$ cat src/pin_ctrl_defines.svh
// Timing counts, field positions and strap format codes of the pin control block
`ifndef PIN_CTRL_DEFINES_SVH
`define PIN_CTRL_DEFINES_SVH
`define Q_WIDTH            10
`define Q_MIN              10'h002
`define REF_DIV_COUNT      9'h12c
`define REF_DIV_LAST       9'h12b
`define TB_WIDTH           33
`define TB_UPPER_WIDTH     24
`define TB_LOWER_WIDTH     9
`define TB_MAX             33'h1ffffffff
`define EDGE_IRQ_NUMBER    2'h3
`define FMT_I2C            1'b1
`define FMT_SPI            1'b0
`endif

$ cat src/pin_ctrl_pkg.sv
// Types shared by the pin control block
package pin_ctrl_pkg;
   typedef enum logic [1:0] {st_reset, st_boot, st_run} boot_state_t;
   typedef struct packed {
      logic       timebase_enable;
      logic       counter_clock_select;
      logic       external_flag;
      logic [9:0] q_divisor;
   } clock_manager_ctrl0_t;
   typedef struct packed {
      logic direction;
      logic output_level_bit;
      logic edge_irq_enable;
   } long_interrupt_register_t;
endpackage : pin_ctrl_pkg

$ cat src/sync_edge.sv
// Two-stage synchroniser with rising-edge detect
`timescale 1ns/1ps
module sync_edge
(
   input  wire logic clock,
   input  wire logic nrst,
   input  wire logic async_in,
   output logic      level,
   output logic      rise
);
   logic meta_r;
   logic sync_r;
   logic prev_r;
   always_ff @(posedge clock or negedge nrst)
   begin
      if (!nrst)
      begin
         meta_r <= 1'b0;
         sync_r <= 1'b0;
         prev_r <= 1'b0;
      end
      else
      begin
         meta_r <= async_in;
         sync_r <= meta_r;
         prev_r <= sync_r;
      end
   end
   assign level = sync_r;
   assign rise  = sync_r & ~prev_r;
endmodule : sync_edge

$ cat src/pin_timebase_control.sv
// Pin, timebase and boot control logic of the decoder DSP
`timescale 1ns/1ps
`include "pin_ctrl_defines.svh"
module pin_timebase_control
(
   input  wire logic                                   clock,
   input  wire logic                                   nrst,
   input  wire pin_ctrl_pkg::clock_manager_ctrl0_t     cm0_wdata,
   input  wire logic                                   cm0_write,
   input  wire pin_ctrl_pkg::long_interrupt_register_t long_interrupt_register_wdata,
   input  wire logic                                   long_interrupt_register_write,
   input  wire logic                                   outbox_write,
   input  wire logic                                   host_service_done,
   input  wire logic                                   format_wdata,
   input  wire logic                                   format_write,
   input  wire logic                                   boot_pin,
   input  wire logic                                   chip_select_n,
   input  wire logic                                   counter_clock_90k,
   input  wire logic                                   reference_tick,
   input  wire logic                                   external_vco_select,
   input  wire logic                                   user_io_in,
   output logic                                        user_io_out,
   output logic                                        user_io_oe,
   output logic                                        external_flag_out,
   output logic                                        external_flag_oe,
   output logic                                        divided_clock_output,
   output logic                                        host_attention_n,
   output logic                                        port_format_select,
   output logic                                        port_enable,
   output logic                                        alt_clock_enable,
   output logic                                        dac_mute,
   output logic                                        dac_recalibrate,
   output logic                                        boot_loader_start,
   output logic                                        input_level_bit,
   output logic                                        irq3_pulse,
   output logic [`TB_UPPER_WIDTH-1:0]                  timebase_upper,
   output logic [`TB_LOWER_WIDTH-1:0]                  timebase_lower
);
   // ------------------------------------------------------------
   // Registers
   // ------------------------------------------------------------
   pin_ctrl_pkg::clock_manager_ctrl0_t     clock_manager_ctrl0_r;
   pin_ctrl_pkg::long_interrupt_register_t long_interrupt_register_r;
   pin_ctrl_pkg::boot_state_t              state_r;
   logic [`Q_WIDTH-1:0]   qcnt_r;
   logic [`Q_WIDTH-1:0]   q_eff;
   logic [8:0]            refdiv_r;
   logic                  ref_tick;
   logic                  tb_tick;
   logic [`TB_WIDTH-1:0]  timebase_r;
   logic [`TB_WIDTH-1:0]  timebase_nxt;
   logic                  io_level;
   logic                  io_rise;
   logic                  c90_rise;
   logic                  fmt_captured_r;

   // ------------------------------------------------------------
   // Input synchronisers
   // ------------------------------------------------------------
   sync_edge u_sync_io
   (
      .clock    (clock),
      .nrst     (nrst),
      .async_in (user_io_in),
      .level    (io_level),
      .rise     (io_rise)
   );
   sync_edge u_sync_90k
   (
      .clock    (clock),
      .nrst     (nrst),
      .async_in (counter_clock_90k),
      .level    (),
      .rise     (c90_rise)
   );

   // ------------------------------------------------------------
   // Control registers
   // ------------------------------------------------------------
   always_ff @(posedge clock or negedge nrst)
   begin
      if (!nrst)
         clock_manager_ctrl0_r <= '0;
      else if (cm0_write)
         clock_manager_ctrl0_r <= cm0_wdata;
   end

   always_ff @(posedge clock or negedge nrst)
   begin
      if (!nrst)
         long_interrupt_register_r <= '0;
      else if (long_interrupt_register_write)
         long_interrupt_register_r <= long_interrupt_register_wdata;
   end

   // ------------------------------------------------------------
   // Reset, boot and format strap
   // ------------------------------------------------------------
   always_ff @(posedge clock or negedge nrst)
   begin
      if (!nrst)
      begin
         state_r           <= pin_ctrl_pkg::st_reset;
         dac_mute          <= 1'b1;
         port_enable       <= 1'b0;
         dac_recalibrate   <= 1'b0;
         boot_loader_start <= 1'b0;
      end
      else
      begin
         dac_recalibrate   <= 1'b0;
         boot_loader_start <= 1'b0;
         unique case (state_r)
            pin_ctrl_pkg::st_reset:
            begin
               dac_mute        <= 1'b0;
               port_enable     <= 1'b1;
               dac_recalibrate <= 1'b1;
               if (boot_pin)
               begin
                  boot_loader_start <= 1'b1;
                  state_r           <= pin_ctrl_pkg::st_boot;
               end
               else
                  state_r <= pin_ctrl_pkg::st_run;
            end
            pin_ctrl_pkg::st_boot:
               state_r <= pin_ctrl_pkg::st_run;
            pin_ctrl_pkg::st_run:
               state_r <= pin_ctrl_pkg::st_run;
         endcase
      end
   end

   always_ff @(posedge clock or negedge nrst)
   begin
      if (!nrst)
      begin
         fmt_captured_r     <= 1'b0;
         port_format_select <= 1'b0;
      end
      else if (!fmt_captured_r)
      begin
         fmt_captured_r     <= 1'b1;
         port_format_select <= chip_select_n ? `FMT_I2C : `FMT_SPI;
      end
      else if (format_write)
         port_format_select <= format_wdata;
   end

   always_ff @(posedge clock or negedge nrst)
   begin
      if (!nrst)
         alt_clock_enable <= 1'b0;
      else
         alt_clock_enable <= external_vco_select;
   end

   // ------------------------------------------------------------
   // Host attention
   // ------------------------------------------------------------
   always_ff @(posedge clock or negedge nrst)
   begin
      if (!nrst)
         host_attention_n <= 1'b1;
      else if (outbox_write)
         host_attention_n <= 1'b0;
      else if (host_service_done)
         host_attention_n <= 1'b1;
   end

   // ------------------------------------------------------------
   // Divided clock output
   // ------------------------------------------------------------
   assign q_eff = (clock_manager_ctrl0_r.q_divisor < `Q_MIN) ?
                  `Q_MIN : clock_manager_ctrl0_r.q_divisor;

   always_ff @(posedge clock or negedge nrst)
   begin
      if (!nrst)
      begin
         qcnt_r               <= '0;
         divided_clock_output <= 1'b0;
      end
      else if (qcnt_r >= q_eff - 10'h001)
      begin
         qcnt_r               <= '0;
         divided_clock_output <= ~divided_clock_output;
      end
      else
         qcnt_r <= qcnt_r + 10'h001;
   end

   // ------------------------------------------------------------
   // Timebase
   // ------------------------------------------------------------
   assign ref_tick = reference_tick && (refdiv_r == `REF_DIV_LAST);

   always_ff @(posedge clock or negedge nrst)
   begin
      if (!nrst)
         refdiv_r <= '0;
      else if (reference_tick)
         refdiv_r <= ref_tick ? 9'h000 : refdiv_r + 9'h001;
   end

   assign tb_tick = clock_manager_ctrl0_r.counter_clock_select ?
                    ref_tick : c90_rise;
   assign timebase_nxt = (timebase_r == `TB_MAX) ?
                         '0 : timebase_r + 33'h000000001;

   always_ff @(posedge clock or negedge nrst)
   begin
      if (!nrst)
         timebase_r <= '0;
      else if (clock_manager_ctrl0_r.timebase_enable && tb_tick)
         timebase_r <= timebase_nxt;
   end

   always_ff @(posedge clock or negedge nrst)
   begin
      if (!nrst)
      begin
         timebase_upper <= '0;
         timebase_lower <= '0;
      end
      else
      begin
         timebase_upper <= timebase_r[`TB_WIDTH-1:`TB_LOWER_WIDTH];
         timebase_lower <= timebase_r[`TB_LOWER_WIDTH-1:0];
      end
   end

   // ------------------------------------------------------------
   // Flag output and user I/O line
   // ------------------------------------------------------------
   always_ff @(posedge clock or negedge nrst)
   begin
      if (!nrst)
      begin
         external_flag_out <= 1'b0;
         external_flag_oe  <= 1'b0;
      end
      else
      begin
         external_flag_oe  <= clock_manager_ctrl0_r.timebase_enable;
         external_flag_out <= clock_manager_ctrl0_r.external_flag;
      end
   end

   always_ff @(posedge clock or negedge nrst)
   begin
      if (!nrst)
      begin
         user_io_out     <= 1'b0;
         user_io_oe      <= 1'b0;
         input_level_bit <= 1'b0;
         irq3_pulse      <= 1'b0;
      end
      else
      begin
         user_io_oe  <= long_interrupt_register_r.direction;
         user_io_out <= long_interrupt_register_r.output_level_bit;
         if (!long_interrupt_register_r.direction)
            input_level_bit <= io_level;
         irq3_pulse <= !long_interrupt_register_r.direction && io_rise &&
                       long_interrupt_register_r.edge_irq_enable;
      end
   end
endmodule : pin_timebase_control

$ cat config.mk
export PLATFORM = sky130hd
export DESIGN_NAME = pin_timebase_control
export DESIGN_NICKNAME = d
export VERILOG_FILES = /design/src/pin_ctrl_pkg.sv /design/src/sync_edge.sv /design/src/pin_timebase_control.sv
export VERILOG_INCLUDE_DIRS = /design/src
export SDC_FILE = /design/constraint.sdc
export NUM_CORES = 1
export LEC_CHECK = 0
export ABC_AREA = 1
export BUFFER_PORTS_ARGS = -buffer_cell sky130_fd_sc_hd__buf_4
export CAP_MARGIN = 20
export CORE_ASPECT_RATIO = 0.7
export CORE_UTILIZATION = 29
export DETAILED_ROUTE_END_ITERATION = 10
export GPL_TIMING_DRIVEN = 0
export SYNTH_ARGS = -nofsm -noshare
export SYNTH_HDL_FRONTEND = slang
export SYNTH_SLANG_ARGS = --single-unit
$ cat constraint.sdc
create_clock -name clock -period 6.6 [get_ports clock]
set_input_delay 0.66 -clock clock [delete_from_list [all_inputs] [get_ports clock]]
set_output_delay 0.66 -clock clock [all_outputs]
set_load 0.01 [all_outputs]
==> metrics.txt <==
# TYPE chip_impl_metric gauge
chip_impl_metric{name="power.clock.fraction",unit="%"} 43.0
chip_impl_info{name="timing.critical_path.max_delay_family",value="simple AND/OR/NAND/NOR gates"} 1
chip_impl_metric{name="post_cts_gate_resize_count",unit=""} 0
chip_impl_metric{name="arrival_time_reported_for_the_critical_path_endpoint",unit="ps"} 3320
chip_impl_metric{name="synth_nets",unit=""} 719
chip_impl_metric{name="report.power.total",unit="W"} 0.00225
chip_impl_metric{name="post-place-cells",unit=""} 1014
chip_impl_metric{name="power.static_leakage",unit="nW"} 3.52
chip_impl_metric{name="stdcell_area",unit="sq um"} 7300
chip_impl_metric{name="period_share",unit="%"} 46.1
chip_impl_metric{name="multi_input_comb_area",unit="sq um"} 2310
chip_impl_info{name="synth.most_common_cell",value="sky130_fd_sc_hd__nand2_1"} 1
chip_impl_metric{name="floorplan.core_area",unit="sq um"} 19200
chip_impl_info{name="timing_worst_setup_path_type",value="reg2reg"} 1
chip_impl_metric{name="fin_nets",unit=""} 815
chip_impl_metric{name="p_switching",unit="W"} 0.000620
chip_impl_metric{name="drt_iter0_markers",unit=""} 340
chip_impl_metric{name="cts_setup_buffers",unit=""} 0
chip_impl_metric{name="global_route_wire_length_before_repair",unit="um"} 22500
chip_impl_metric{name="cts-root-to-sink-buffers",unit=""} 2
chip_impl_metric{name="post_layout_nonfiller_instances",unit=""} 1046
chip_impl_metric{name="worst_r2r_path_cells",unit=""} 16
chip_impl_metric{name="synth-edff-count",unit=""} 0
chip_impl_metric{name="clkLatencyLatePin",unit="ps"} 420
chip_impl_metric{name="initial_utilization",unit="%"} 30.0
chip_impl_info{name="r2r-end",value="qcnt_r[2]"} 1
chip_impl_metric{name="total_via_count_in_the_routed_design",unit=""} 4592
chip_impl_metric{name="area_growth",unit="%"} 27.0
chip_impl_info{name="yosys_most_used_dff",value="sky130_fd_sc_hd__dfrtp_1"} 1
chip_impl_metric{name="path_max_fanout",unit=""} 10
chip_impl_metric{name="overflow_after_grt",unit=""} 0
chip_impl_metric{name="worst-path-buf-inv",unit=""} 1
chip_impl_metric{name="critical_path.max_stage_delay",unit="ps"} 420
chip_impl_metric{name="sw_share",unit="%"} 27.5
chip_impl_metric{name="dpl-instance-area",unit="sq um"} 6680
chip_impl_metric{name="whs",unit="ps"} 166
chip_impl_metric{name="chip_width",unit="um"} 170
chip_impl_info{name="synth.area.top_cells",value="sky130_fd_sc_hd__dfrtp_1 (53%), sky130_fd_sc_hd__nand2_1 (13%), sky130_fd_sc_hd__nor2_1 (5.9%)"} 1
chip_impl_metric{name="synth_area",unit="sq um"} 5750
chip_impl_metric{name="setup_viol",unit=""} 0
chip_impl_metric{name="p_comb_share",unit="%"} 15.4
chip_impl_metric{name="die_h",unit="um"} 120
chip_impl_info{name="cp_cell_sequence",value="nor2_1, nand2_1, nor2_1, nand2_1, nand2_1, ha_1, nand3_1, nor3_1, xor2_1, ha_1, nand2_1, nor2_1, nand3_1, nand3_1, clkbuf_1, nor3b_1"} 1
chip_impl_info{name="timing.critical_path.to_type",value="flop"} 1
chip_impl_metric{name="dieArea",unit="sq um"} 20400
chip_impl_metric{name="max-cap-violations",unit=""} 0
chip_impl_metric{name="maximum_number_of_pins_on_one_net_before_global_route_repair",unit=""} 78
chip_impl_metric{name="finalWorstPathRequiredPeriod",unit="ps"} 3040
chip_impl_info{name="critical_path.slowest_cell",value="sky130_fd_sc_hd__dfrtp_1"} 1
chip_impl_info{name="synthDominantAreaCellType",value="sky130_fd_sc_hd__dfrtp_1"} 1
chip_impl_metric{name="synthDominantCellAreaShare",unit="%"} 53.1
chip_impl_metric{name="worst_ir_drop_vdd",unit="V"} 0.000131
chip_impl_metric{name="via_count_of_the_first_global_routing_pass",unit=""} 4261
chip_impl_metric{name="regToRegSetupSlack",unit="ps"} 3560
chip_impl_metric{name="numCtsBuffers",unit=""} 17
chip_impl_metric{name="yosys_warnings",unit=""} 0
chip_impl_info{name="grt_setup_unrepaired",value="no"} 1
chip_impl_metric{name="postSynthRegisterBits",unit=""} 124
chip_impl_metric{name="netlist-cell-type-count",unit=""} 36
chip_impl_metric{name="clk_pin_slew_worst_paths",unit="ps"} 60
chip_impl_metric{name="post_cts_hold_buffer_count",unit=""} 0
chip_impl_info{name="synth.top_cells.by_count",value="sky130_fd_sc_hd__nand2_1 (200), sky130_fd_sc_hd__dfrtp_1 (122), sky130_fd_sc_hd__nor2_1 (90)"} 1
chip_impl_metric{name="routed_wirelength",unit="um"} 13700
chip_impl_metric{name="finalMaxSlewViolations",unit=""} 0
chip_impl_metric{name="htreeDepth",unit=""} 4
chip_impl_metric{name="std_cell_rows",unit=""} 42
chip_impl_info{name="rr_startpoint",value="clock_manager_ctrl0_r[2]"} 1
chip_impl_metric{name="power_frac_seq",unit="%"} 41.7
chip_impl_metric{name="detail_route.drc_violations",unit=""} 0
chip_impl_metric{name="detailed_place_hpwl",unit="um"} 10100
chip_impl_metric{name="clock-sinks",unit=""} 124
chip_impl_metric{name="setup_total_negative_slack",unit="ps"} 0
chip_impl_metric{name="crit_required",unit="ps"} 6880
chip_impl_info{name="cp-start-kind",value="flop"} 1
chip_impl_metric{name="place.port_buffers",unit=""} 76
chip_impl_metric{name="post_route_cells_drive_above_1_share",unit="%"} 18.2
chip_impl_metric{name="syn_inst",unit=""} 673
chip_impl_metric{name="drtPass1Iterations",unit=""} 5
chip_impl_metric{name="post_drt_wl_per_cell",unit="um"} 13.1
chip_impl_metric{name="gp_routability_congestion",unit=""} 0.877
chip_impl_metric{name="route.detailed.vias_per_inst",unit=""} 4.39
chip_impl_info{name="hold_path_class",value="in2async"} 1
chip_impl_info{name="cp_common_cell",value="sky130_fd_sc_hd__nand2_1"} 1
chip_impl_metric{name="final_report_hold_violation_count",unit=""} 0
chip_impl_metric{name="ioPinCount",unit=""} 77
chip_impl_metric{name="internal_power",unit="W"} 0.00163
chip_impl_metric{name="fillerInstances",unit=""} 1955
chip_impl_metric{name="seq_area_frac_synth",unit="%"} 54.0
chip_impl_metric{name="clock_skew",unit="ps"} 7.01
chip_impl_metric{name="detail-route-antenna-nets",unit=""} 0
chip_impl_info{name="status",value="finished clean"} 1
chip_impl_metric{name="power.density_cell_area",unit="nW/um^2"} 309
chip_impl_metric{name="initial_antenna_violation_count",unit=""} 0
chip_impl_metric{name="path_depth",unit=""} 16
chip_impl_metric{name="antennaDiodeCount",unit=""} 0
chip_impl_info{name="root_buffer",value="sky130_fd_sc_hd__clkbuf_16"} 1
chip_impl_metric{name="grt.total_usage",unit="%"} 14.6
chip_impl_info{name="cts_tree",value="yes"} 1
chip_impl_metric{name="achievable-frequency",unit="GHz"} 0.329
chip_impl_metric{name="asyncSetResetFlopFracSynth",unit="%"} 100
chip_impl_metric{name="synth.avg_cell_area",unit="sq um"} 8.54
chip_impl_metric{name="final-seq-area",unit="sq um"} 3110
## worst max path at each step
stage                                         from        end  slack (ps)
after floorplan           clock_manager_ctrl0_r[2]  qcnt_r[2]        4070
after global placement    clock_manager_ctrl0_r[2]  qcnt_r[7]        3590
after detailed placement  clock_manager_ctrl0_r[2]  qcnt_r[2]        3550
after CTS                 clock_manager_ctrl0_r[2]  qcnt_r[2]        3520
after global routing      clock_manager_ctrl0_r[2]  qcnt_r[3]        3230
final                     clock_manager_ctrl0_r[2]  qcnt_r[2]        3560
## area by class of cell
cell class              instances  share of cell area [%]
clock inverters                11                    1.92
repair buffers                 77                    8.24
flip-flops and latches        124                    42.5
plain buffers                  11                   0.959
inverters                      68                    3.56
well taps                     264                    4.52
clock buffers                  21                    6.58
multi-input cells             470                    31.7
## layer usage
metal  wire length [um]  GRT usage (%)  up-vias
li1                   -              -     2341
met2               5220           18.7       96
met3                736           4.65       15
met1               7550           22.4     2140
met4                174           4.95        0
met5                  0              0        -
## cells by family after synthesis
logic type	after synthesis	share of synthesized area (%)
multiplexers	4	0.783
other	1	0.0652
AO/OA/AOI/OAI	55	5.44
adder cells (fa/ha/maj)	16	3.48
buffers and inverters	79	5.74
XOR/XNOR	16	2.44
AND/OR/NAND/NOR	378	28.0
flip-flops	124	54.0
## sequential cells by signal, summed over array words and instances, names as in the netlist, 2 cells and up
name / cells
qcnt_r: 10
clock_manager_ctrl0_r: 13
timebase_lower: 9
state_r: 2
timebase_r: 33
refdiv_r: 9
long_interrupt_register_r: 3
timebase_upper: 24
## layout by cell type (no fill, tap or decap), drive strengths merged
master | netlist | routed
nand2 | 203 | 203
dfrtp | 122 | 122
nor2 | 95 | 95
buf | 8 | 85
inv | 66 | 66
nand3 | 43 | 43
o21ai | 32 | 32
clkbuf | 3 | 24
nand4 | 17 | 17
ha | 16 | 16
xor2 | 15 | 15
a21oi | 12 | 12
nor3 | 10 | 10
o21bai | 8 | 8
clkinv | 2 | 6
or2 | 4 | 4
mux2 | 4 | 4
clkinvlp | 0 | 4
bufinv | 0 | 3
nor4 | 2 | 2
nand3b | 2 | 2
nor3b | 2 | 2
dfstp | 2 | 2
o21a | 1 | 1
xnor2 | 1 | 1
a21o | 1 | 1
a31oi | 1 | 1
conb | 1 | 1
## stage by stage
stage | setup WS, ps | util (%)
detailed placement | 3550 | 34.8
global placement | 3590 | 34.7
floorplan | 4070 | -
CTS | 3520 | 38.1
global route | 3230 | 38.1
finish | 3560 | 38.1
## power by group through the flow
stage / registers [W] / logic (W) / clock network [W]
after floorplan: 0.000943 / 0.000220 / 0
after global placement: 0.000950 / 0.000342 / 0
after detailed placement: 0.000950 / 0.000352 / 0
after CTS: 0.000940 / 0.000353 / 0.000991
after global routing: 0.000956 / 0.000402 / 0.00103
final: 0.000940 / 0.000347 / 0.000968
Power figures use the tool's default switching activity.
